## src/acf_pkg.sv

```systemverilog
/*
  Package for the converter channel-select and result-format block:
  register offsets, field positions, reset values and type definitions.
  Assumes a 32-bit APB slave with word-aligned registers.
*/
package acf_pkg;
  // Register byte offsets
  localparam logic [7:0] ACF_SEQ_CTRL_OFS = 8'h00;
  localparam logic [7:0] ACF_WRAP_OFS = 8'h04;
  localparam logic [7:0] ACF_FMT_OFS = 8'h08;
  localparam logic [7:0] ACF_CMD_OFS = 8'h0c;
  localparam logic [7:0] ACF_STAT_OFS = 8'h10;
  localparam logic [7:0] ACF_RAW_OFS = 8'h14;
  localparam logic [7:0] ACF_RES_OFS = 8'h18;
  // Sequence control field positions
  localparam int ACF_RJ_BIT = 7;
  localparam int ACF_SGN_BIT = 6;
  localparam int ACF_MULTI_BIT = 4;
  localparam int ACF_CODE_LSB = 0;
  // Format register: eight-bit resolution select
  localparam int ACF_RES8_BIT = 0;
  // Reset values, channel limits and raw code width
  localparam logic [7:0] ACF_SEQ_CTRL_RST = 8'h00;
  localparam logic [3:0] ACF_WRAP_RST = 4'hf;
  localparam logic [3:0] ACF_SEQ_LEN_RST = 4'h4;
  localparam logic [3:0] ACF_LAST_CHAN = 4'hf;
  localparam logic [3:0] ACF_CHAN_ZERO = 4'h0;
  localparam int ACF_RAW_W = 10;

  typedef enum logic [1:0] {
    ACF_IDLE = 2'b00,
    ACF_CONV = 2'b01,
    ACF_WAIT = 2'b10
  } acf_state_type;
endpackage

```

## src/acf_fmt_if.sv

```systemverilog
/*
  Interface carrying raw results and format controls to the formatter.
  Assumes a single clock domain; signals are plain combinational nets.
*/
`timescale 1ns/10ps
`default_nettype none
interface acf_fmt_if;
  logic [9:0] raw;
  logic res8;
  logic rjust;
  logic sgn;
  logic [15:0] word;
  modport ctrl (output raw, output res8, output rjust, output sgn,
                input word);
  modport fmt (input raw, input res8, input rjust, input sgn,
               output word);
endinterface
`default_nettype wire

```

## src/acf_formatter.sv

```systemverilog
/*
  Result formatter: places a 10-bit raw code into a 16-bit result word.
  Assumes an eight-bit result is taken from the top bits of the raw code.
*/
`timescale 1ns/10ps
`default_nettype none
module acf_formatter (
  acf_fmt_if.fmt f  // Raw code, controls and result word
);
  import acf_pkg::*;

  logic [7:0] r8;
  assign r8 = f.raw[9:2];

  always_comb begin
    f.word = 16'h0000;
    if (f.res8) begin
      if (f.rjust) begin
        f.word[7:0] = r8;
      end else begin
        // Signed coding is the offset code with the top bit inverted
        f.word[15:8] = {r8[7] ^ f.sgn, r8[6:0]};
      end
    end else begin
      if (f.rjust) begin
        f.word[9:0] = f.raw;
      end else begin
        f.word[15:6] = {f.raw[9] ^ f.sgn, f.raw[8:0]};
      end
    end
  end
endmodule
`default_nettype wire

```

## src/acf_chan_step.sv

```systemverilog
/*
  Channel stepper: next channel after the current one in a multi-channel
  sequence. Assumes the first-wrap flag is kept by the caller.
*/
`timescale 1ns/10ps
`default_nettype none
module acf_chan_step (
  input wire logic [3:0] cur,     // Current channel
  input wire logic [3:0] wrap,    // Wrap-channel limit
  input wire logic above,         // Sequence started above the limit
  output logic [3:0] nxt          // Next channel
);
  import acf_pkg::*;

  always_comb begin
    if (above) begin
      // First wrap goes past the limit up to the top channel
      nxt = (cur == ACF_LAST_CHAN) ? ACF_CHAN_ZERO : cur + 4'h1;
    end else begin
      nxt = (cur == wrap) ? ACF_CHAN_ZERO : cur + 4'h1;
    end
  end
endmodule
`default_nettype wire

```

## src/acf_top.sv

```systemverilog
/*
  Channel-select and result-format block of a converter sequencer.
  Assumes an APB master, and a converter core that takes a channel with
  a one-cycle start pulse and answers with a done pulse and a raw code.
*/
// The placing of the registers and register access over APB are this design's own decisions.
// Summary of operation
// - With multi-channel clear every conversion uses the coded channel.
// - With multi-channel set channels step up from the code, wrapping to zero after the limit.
// - A sequence starting above the limit runs up to fifteen before its first wrap to zero.
// - Eight-bit left-justified results sit in bits 15:8, signed when selected.
// - Eight-bit right-justified results sit unsigned in bits 7:0.
// - Ten-bit left-justified results sit in bits 15:6, signed when selected.
// - Ten-bit right-justified results sit unsigned in bits 9:0.
// - Signed left-justified code is the unsigned code with its top bit inverted.
// - The channel code is a plain binary channel number, zero meaning channel zero.
// - A multi-channel sequence converts as many channels as the sequence length.
`timescale 1ns/10ps
`default_nettype none
module acf_top (
  input wire logic core_clk,          // System clock, 50 MHz
  input wire logic rst,               // Synchronous reset, active high
  input wire logic psel,              // APB select
  input wire logic penable,           // APB enable
  input wire logic pwrite,            // APB direction
  input wire logic [7:0] paddr,       // APB byte address
  input wire logic [31:0] pwdata,     // APB write data
  output logic [31:0] prdata,         // APB read data
  output logic pready,                // APB ready
  output logic pslverr,               // APB error on unmapped address
  output logic [3:0] conv_chan,       // Channel to the multiplexer
  output logic conv_start,            // Start pulse to the converter
  input wire logic conv_done,         // Converter finished
  input wire logic [9:0] conv_raw,    // Converter raw code
  output logic [15:0] result_word,    // Last formatted result
  output logic seq_busy               // Sequence running
);
  import acf_pkg::*;

  logic [7:0] seq_ctrl_r;
  logic [3:0] wrap_r;
  logic [3:0] seq_len_r;
  logic res8_r;
  logic [9:0] raw_r;
  logic [15:0] res_r;
  logic [3:0] chan_r;
  logic [3:0] cnt_r;
  logic above_r;
  logic [3:0] step_nxt;
  logic [31:0] rd_nxt;
  logic [31:0] prdata_r;
  logic map_ok;
  logic wr_en;
  logic go;
  logic multi_sel;
  acf_state_type state_r;
  acf_fmt_if fmt_bus ();

  assign wr_en = psel && penable && pwrite;
  assign pready = 1'b1;
  assign multi_sel = seq_ctrl_r[ACF_MULTI_BIT];
  // A write to the sequence control or the command register starts a run
  assign go = wr_en && map_ok &&
              (paddr == ACF_SEQ_CTRL_OFS || paddr == ACF_CMD_OFS);

  always_comb begin
    map_ok = 1'b1;
    rd_nxt = 32'h0000_0000;
    unique case (paddr)
      ACF_SEQ_CTRL_OFS: rd_nxt[7:0] = seq_ctrl_r;
      ACF_WRAP_OFS: rd_nxt[3:0] = wrap_r;
      ACF_FMT_OFS: rd_nxt = {24'h0, seq_len_r, 3'h0, res8_r};
      ACF_CMD_OFS: rd_nxt = 32'h0000_0000;
      ACF_STAT_OFS: rd_nxt = {24'h0, chan_r, cnt_r};
      ACF_RAW_OFS: rd_nxt[9:0] = raw_r;
      ACF_RES_OFS: rd_nxt[15:0] = res_r;
      default: map_ok = 1'b0;
    endcase
  end

  // Read data is latched at setup so it stands through the access phase;
  // status therefore shows its value of the setup cycle
  always_ff @(posedge core_clk) begin
    if (rst) begin
      prdata_r <= 32'h0000_0000;
    end else if (psel && !penable && !pwrite) begin
      prdata_r <= rd_nxt;
    end else begin
      prdata_r <= 32'h0000_0000;
    end
  end
  assign prdata = prdata_r;
  assign pslverr = psel && penable && !map_ok;

  always_ff @(posedge core_clk) begin
    if (rst) begin
      seq_ctrl_r <= ACF_SEQ_CTRL_RST;
      wrap_r <= ACF_WRAP_RST;
      seq_len_r <= ACF_SEQ_LEN_RST;
      res8_r <= 1'b0;
    end else if (wr_en && map_ok) begin
      if (paddr == ACF_SEQ_CTRL_OFS) begin
        seq_ctrl_r <= pwdata[7:0];
      end
      if (paddr == ACF_WRAP_OFS) begin
        wrap_r <= pwdata[3:0];
      end
      if (paddr == ACF_FMT_OFS) begin
        res8_r <= pwdata[ACF_RES8_BIT];
        seq_len_r <= pwdata[7:4];
      end
    end
  end

  acf_chan_step u_step (
    .cur(chan_r),
    .wrap(wrap_r),
    .above(above_r),
    .nxt(step_nxt)
  );

  // Sequencer; a new start write aborts any run in progress
  always_ff @(posedge core_clk) begin
    if (rst) begin
      state_r <= ACF_IDLE;
      chan_r <= ACF_CHAN_ZERO;
      cnt_r <= 4'h0;
      above_r <= 1'b0;
    end else if (go) begin
      state_r <= ACF_CONV;
      // Code is a binary channel number
      chan_r <= pwdata[ACF_CODE_LSB +: 4];
      above_r <= pwdata[ACF_CODE_LSB +: 4] > wrap_r;
      cnt_r <= 4'h0;
    end else begin
      unique case (state_r)
        ACF_IDLE: state_r <= ACF_IDLE;
        ACF_CONV: state_r <= ACF_WAIT;
        ACF_WAIT: begin
          if (conv_done) begin
            // Length zero is taken as sixteen conversions
            if (cnt_r + 4'h1 == seq_len_r) begin
              state_r <= ACF_IDLE;
            end else begin
              state_r <= ACF_CONV;
            end
            cnt_r <= cnt_r + 4'h1;
            if (multi_sel) begin
              chan_r <= step_nxt;
              if (chan_r == ACF_LAST_CHAN) begin
                above_r <= 1'b0;
              end
            end  // else keep the coded channel
          end
        end
        default: state_r <= ACF_IDLE;
      endcase
    end
  end

  assign fmt_bus.raw = raw_r;
  assign fmt_bus.res8 = res8_r;
  assign fmt_bus.rjust = seq_ctrl_r[ACF_RJ_BIT];
  assign fmt_bus.sgn = seq_ctrl_r[ACF_SGN_BIT];

  acf_formatter u_fmt (
    .f(fmt_bus.fmt)
  );

  always_ff @(posedge core_clk) begin
    if (rst) begin
      raw_r <= 10'h000;
    end else if (state_r == ACF_WAIT && conv_done) begin
      raw_r <= conv_raw;
    end
  end

  // Result follows raw code and format settings one cycle later
  always_ff @(posedge core_clk) begin
    if (rst) begin
      res_r <= 16'h0000;
    end else begin
      res_r <= fmt_bus.word;
    end
  end

  assign conv_chan = chan_r;
  assign conv_start = (state_r == ACF_CONV);
  assign result_word = res_r;
  assign seq_busy = (state_r != ACF_IDLE);

  property p_single_chan;
    @(posedge core_clk) disable iff (rst)
      (state_r == ACF_WAIT && conv_done && !multi_sel && !go)
        |=> $stable(chan_r);
  endproperty
  a_single_chan: assert property (p_single_chan)
    else $error("channel moved in single-channel mode");

  property p_wrap_zero;
    @(posedge core_clk) disable iff (rst)
      (state_r == ACF_WAIT && conv_done && multi_sel && !go && !above_r &&
       chan_r == wrap_r) |=> chan_r == 4'h0;
  endproperty
  a_wrap_zero: assert property (p_wrap_zero)
    else $error("no wrap to zero after limit");

  property p_incr;
    @(posedge core_clk) disable iff (rst)
      (state_r == ACF_WAIT && conv_done && multi_sel && !go &&
       chan_r != wrap_r && chan_r != 4'hf) |=> chan_r == $past(chan_r) + 4'h1;
  endproperty
  a_incr: assert property (p_incr)
    else $error("channel did not increment");

  property p_above;
    @(posedge core_clk) disable iff (rst)
      (state_r == ACF_WAIT && conv_done && multi_sel && !go && above_r &&
       chan_r == wrap_r) |=> chan_r == $past(chan_r) + 4'h1;
  endproperty
  a_above: assert property (p_above)
    else $error("early wrap when started above limit");

  property p_r8l;
    @(posedge core_clk) disable iff (rst)
      (res8_r && !seq_ctrl_r[ACF_RJ_BIT])
        |=> res_r[7:0] == 8'h00 && res_r[14:8] == $past(raw_r[8:2]);
  endproperty
  a_r8l: assert property (p_r8l)
    else $error("eight-bit left result misplaced");

  property p_r8r;
    @(posedge core_clk) disable iff (rst)
      (res8_r && seq_ctrl_r[ACF_RJ_BIT])
        |=> res_r == {8'h00, $past(raw_r[9:2])};
  endproperty
  a_r8r: assert property (p_r8r)
    else $error("eight-bit right result wrong");

  property p_r10l;
    @(posedge core_clk) disable iff (rst)
      (!res8_r && !seq_ctrl_r[ACF_RJ_BIT])
        |=> res_r[5:0] == 6'h00 && res_r[14:6] == $past(raw_r[8:0]);
  endproperty
  a_r10l: assert property (p_r10l)
    else $error("ten-bit left result misplaced");

  property p_r10r;
    @(posedge core_clk) disable iff (rst)
      (!res8_r && seq_ctrl_r[ACF_RJ_BIT])
        |=> res_r == {6'h00, $past(raw_r)};
  endproperty
  a_r10r: assert property (p_r10r)
    else $error("ten-bit right result wrong");

  property p_sign;
    @(posedge core_clk) disable iff (rst)
      (!seq_ctrl_r[ACF_RJ_BIT])
        |=> res_r[15] == ($past(raw_r[9]) ^ $past(seq_ctrl_r[ACF_SGN_BIT]));
  endproperty
  a_sign: assert property (p_sign)
    else $error("sign bit coding wrong");

  property p_code;
    @(posedge core_clk) disable iff (rst)
      go |=> conv_chan == $past(pwdata[3:0]) && conv_start;
  endproperty
  a_code: assert property (p_code)
    else $error("start channel not the binary code");

  property p_len;
    @(posedge core_clk) disable iff (rst)
      (state_r == ACF_WAIT && conv_done && !go && cnt_r + 4'h1 == seq_len_r)
        |=> !seq_busy;
  endproperty
  a_len: assert property (p_len)
    else $error("sequence did not end at its length");

  property p_single_rerun;
    @(posedge core_clk) disable iff (rst)
      (state_r == ACF_WAIT && conv_done && !multi_sel && !go &&
       cnt_r + 4'h1 != seq_len_r)
        |=> conv_start && conv_chan == $past(chan_r);
  endproperty
  a_single_rerun: assert property (p_single_rerun)
    else $error("single-channel run left its coded channel");

  property p_first_wrap;
    @(posedge core_clk) disable iff (rst)
      (state_r == ACF_WAIT && conv_done && multi_sel && !go && above_r &&
       chan_r == ACF_LAST_CHAN) |=> chan_r == ACF_CHAN_ZERO && !above_r;
  endproperty
  a_first_wrap: assert property (p_first_wrap)
    else $error("first wrap from fifteen did not reach zero");

  property p_len_more;
    @(posedge core_clk) disable iff (rst)
      (state_r == ACF_WAIT && conv_done && !go && cnt_r + 4'h1 != seq_len_r)
        |=> seq_busy && conv_start;
  endproperty
  a_len_more: assert property (p_len_more)
    else $error("sequence ended before its length");

  property p_zero_code;
    @(posedge core_clk) disable iff (rst)
      (go && pwdata[ACF_CODE_LSB +: 4] == 4'h0)
        |=> conv_chan == ACF_CHAN_ZERO;
  endproperty
  a_zero_code: assert property (p_zero_code)
    else $error("code zero did not select channel zero");
endmodule
`default_nettype wire

```

## config.mk

```make
export PLATFORM = sky130hd
export DESIGN_NAME = acf_top
export DESIGN_NICKNAME = d
export VERILOG_FILES = /design/src/acf_pkg.sv /design/src/acf_fmt_if.sv /design/src/acf_formatter.sv /design/src/acf_chan_step.sv /design/src/acf_top.sv
export SDC_FILE = /design/constraint.sdc
export NUM_CORES = 1
export LEC_CHECK = 0
export BUFFER_PORTS_ARGS = -buffer_cell sky130_fd_sc_hd__buf_2
export CAP_MARGIN = 20
export CORE_MARGIN = 2
export CORE_UTILIZATION = 45
export DETAILED_ROUTE_END_ITERATION = 16
export HOLD_SLACK_MARGIN = 0.06
export MAX_ROUTING_LAYER = met4
export PLACE_DENSITY_LB_ADDON = 0.12
export SETUP_SLACK_MARGIN = 0.3
export SYNTH_ARGS = -nofsm -noshare
export SYNTH_HDL_FRONTEND = slang
export SYNTH_SLANG_ARGS = --single-unit
```

## constraint.sdc

```tcl
create_clock -name core_clk -period 3.4 [get_ports core_clk]
set_clock_uncertainty 0.15 [all_clocks]
set_input_delay 0.34 -clock core_clk [delete_from_list [all_inputs] [get_ports core_clk]]
set_output_delay 0.34 -clock core_clk [all_outputs]
set_load 0.1 [all_outputs]
```

==> summary by stage <==
Yosys
The sequential area share after synthesis is around 41%. For this run, the number of Yosys warnings is 0. After synthesis, the cell types taking the most area are dfxtp_1 41%, mux2i_1 9.0%, nor2_1 4.9%.

The count of state elements after synthesis is 70. The synthesized area divided by synthesized cell count is just under 9 µm². The number of flops mapped to enable cells by yosys is 0. After synthesis, the netlist uses between 40 and 50 different library cells. The most instantiated library cell after synthesis is dfxtp_1.

The async set-or-reset flop fraction in the synthesized netlist is 0%. Sorting the synthesized cells by how often they occur yields 70 x dfxtp_1, 45 x nor2_1, 44 x nand2_1. The area share of the leading cell type in the synthesized netlist is 40.70%.

For this run, the leading register cell type out of synthesis is dfxtp_1. The cell area after synthesis is ~3400 µm². The instance count of the mapped netlist is between 300 and 400. The leading area contributor after synthesis is dfxtp_1.

Hold path
The worst hold path was traced through 3 stages. The worst hold path begins at pwdata[6]. The end of the worst hold path is seq_len_r[2]. The worst min-delay path category is input port to flop.

STA
In the final timing run, aggregate negative setup slack is 0 ns. Measured against its own limit, the worst slew margin works out to between 40% and 50%. The max-slew violation count came to 0.

Setup violations remaining at the end of the flow were counted as 0. Setup repair after global routing left no endpoint under its margin. For the pin with the worst max-slew slack, the measured transition is between 0.8 and 0.9 ns. Derived from the worst setup path, the maximum achievable clock frequency is between 400 and 500 MHz. The number of endpoints with negative hold slack in the final report is 0. The smallest hold slack is about 0.082 ns. The post-route fraction of the period consumed by the critical path is 64.23%. The worst path in the final design needs a cycle of about 2.2 ns, including I/O delays and setup.

GRT
The wire length of the first global-routing pass is 13830 µm. The number of antenna violations at the first check in global routing came to 0. The global-route congestion overflow total is 0. The pin count of the biggest net entering global routing is between 40 and 50.

The via count of the first global-routing pass came to between 2000 and 3000. Global routing used a little over a fifth of the available tracks across all layers.

Critical path
At the worst endpoint, the required time is ~3.5 ns. By startpoint and endpoint, the worst setup path is classified as input port to flop. The cell count of the worst reg-to-reg path is 6. STA puts the critical path data arrival time at 2.27 ns. In this run the worst path has a maximum fanout of 21. In this run the critical register-to-register path is captured at cnt_r[2].

The setup slack of the most critical reg-to-reg path is around 1.6 ns. The critical path launch point type is an input port. In this run the critical register-to-register path is launched from state_r[0]. The kind of end point of the critical path is a flop.

Clock network
TritonCTS built the clock tree. The clock passes through at most 2 buffers. For the worst-skew pair, the clock arrives at the later sink with an insertion delay of between 0.3 and 0.4 ns.

The root buffer cell is clkbuf_8. The number of levels the H-tree was split into is 3. The number of buffers inserted during clock tree synthesis is 9. For this design, the sink count on the clock tree is 70. The clock-pin slew reported for the worst setup and hold paths after clock tree synthesis is about 0.080 ns.

Place
The placed wire-length estimate is 6171 µm. Port buffering added 70 buffers. Routability-driven placement finished with a final weighted congestion of between 0.8 and 0.9.

Power
The power per unit of standard cell area is around 430 nW/µm². The design draws 1.753 mW. The worst-case IR drop observed on VDD is between 0.2 and 0.3 mV. For this design the static power due to leakage is roughly 1.7 nW.

Drt
Wires add up to ~8400 µm. The detail-routed net length per standard cell is 14.80 µm. For this block, the via count after detailed routing is 2834. The number of optimization iterations in the first detailed-route pass is 4. The DRC violations left is 0. Dividing the detail-routed via count by the number of cells gives 5.016. The final antenna-violating net count is 0. In this run, the number of DRC markers left after iteration 0 of detailed routing was around 170.

Die
The horizontal die dimension is ~91 µm. The die covers about 8400 µm². The die is roughly 91 µm tall. Row generation in the floorplan step produced 31 rows. Once the floorplan was initialized, standard cells occupied a little under half of the core. 112 I/O pins were placed.

The core box area is ~7300 µm².

Cells and area
The fraction of final layout cells sized beyond drive strength 1 is a little over a fifth. The layout-stage area growth over the synthesis result is 18.20%. The final layout contains around 530 nets. The number of antenna diodes is 0.

Run status
The flow ran to the end, and the final reports show no timing, DRC or antenna violations.

Run
Max-cap violations in this run came to 0.
==> stage by stage <==
stage | cells | util [%] | area, µm² | setup slack [ns]
2_1_floorplan | 409 | - | 3503 | 0.8921
3_3_place_gp | 541 | 51.32 | 3762 | 0.9130
3_5_place_dp | 541 | 51.32 | 3762 | 0.8967
4_1_cts | 565 | 55.52 | 4070 | 1.253
5_1_grt | 565 | 55.52 | 4070 | 1.087
6_report | 565 | 55.52 | 4070 | 1.216
==> flip-flops by register name (all words and copies together), names as in the netlist, 2 cells and up <==
register,count
cnt_r,4
result_word,16
seq_ctrl_r,8
wrap_r,4
conv_chan,4
fmt_bus.raw,10
seq_len_r,4
prdata,16
state_r,2
==> report_power, final <==
part	switching (mW)	total (mW)	internal, mW
combinational	0.137	0.170	0.0329
clock	0.340	0.763	0.423
sequential	0.000247	0.819	0.819
==> logic make-up after synthesis <==
group / after synthesis / synth area share (%)
muxes: 33 / 9.666
DFF: 70 / 40.70
adders and majority gates: 9 / 3.270
xor gates and xnor gates: 17 / 4.324
other: 2 / 0.2181
AOI/OAI and AO/OA: 60 / 11.52
buffers and inverters: 50 / 7.885
and+or+nand+nor: 153 / 22.42
==> cells in the final DEF, fill, tap and decap left out, drive strengths merged, types with 8 or more instances in the layout <==
cell / count
xnor2: 9
dfxtp: 70
buf: 72
clkbuf: 9
nor2: 46
mux2i: 31
dlygate4sd3: 8
and2: 16
nand2: 44
xor2: 8
inv: 14
nor3: 10
a21oi: 26
ha: 9
nand3: 12
conb: 17
==> layout make-up <==
cell class	instances	area [µm²]
clock inverter	7	103.9
inverter	11	41.29
multi-input combinational	289	1831
tap	99	123.9
timing repair buffer	80	445.4
fill	683	3261
clock buffer	9	123.9
sequential	70	1401
==> worst max path at each step <==
stage,start,endpoint,slack (ns)
CTS,paddr[4],conv_chan[2],1.25
global route,paddr[4],conv_chan[2],1.09
finish,paddr[4],conv_chan[2],1.22
floorplan,paddr[4],pslverr,0.89
detailed placement,paddr[4],conv_chan[2],0.90
global placement,paddr[4],conv_chan[2],0.91
==> timing repair <==
| item | CTS | global route |
|---|---|---|
| gates resized for setup | 0 | 0 |
| buffers inserted | 0 | 0 |
| hold endpoints to repair | 8 | 0 |
| hold buffers | 8 | 0 |
==> worst max-delay path, cell delays in order <==
cell	delay (ns)
buf_2	0.24
nand4b_1	0.45
nor4_4	0.70
a211oi_1	0.18
a221oi_1	0.29
nor2_1	0.06
==> layer usage <==
layer  global-route usage, %  wire length, µm  vias to the layer above
li1                        -                -                     1451
met1                   30.66             4159                     1288
met2                   31.00             3590                       89
met3                   5.145              523                        6
met4                   6.313               87                        0
met5                       -                0                        -
Note: power is estimated with default switching activity, not from simulation.
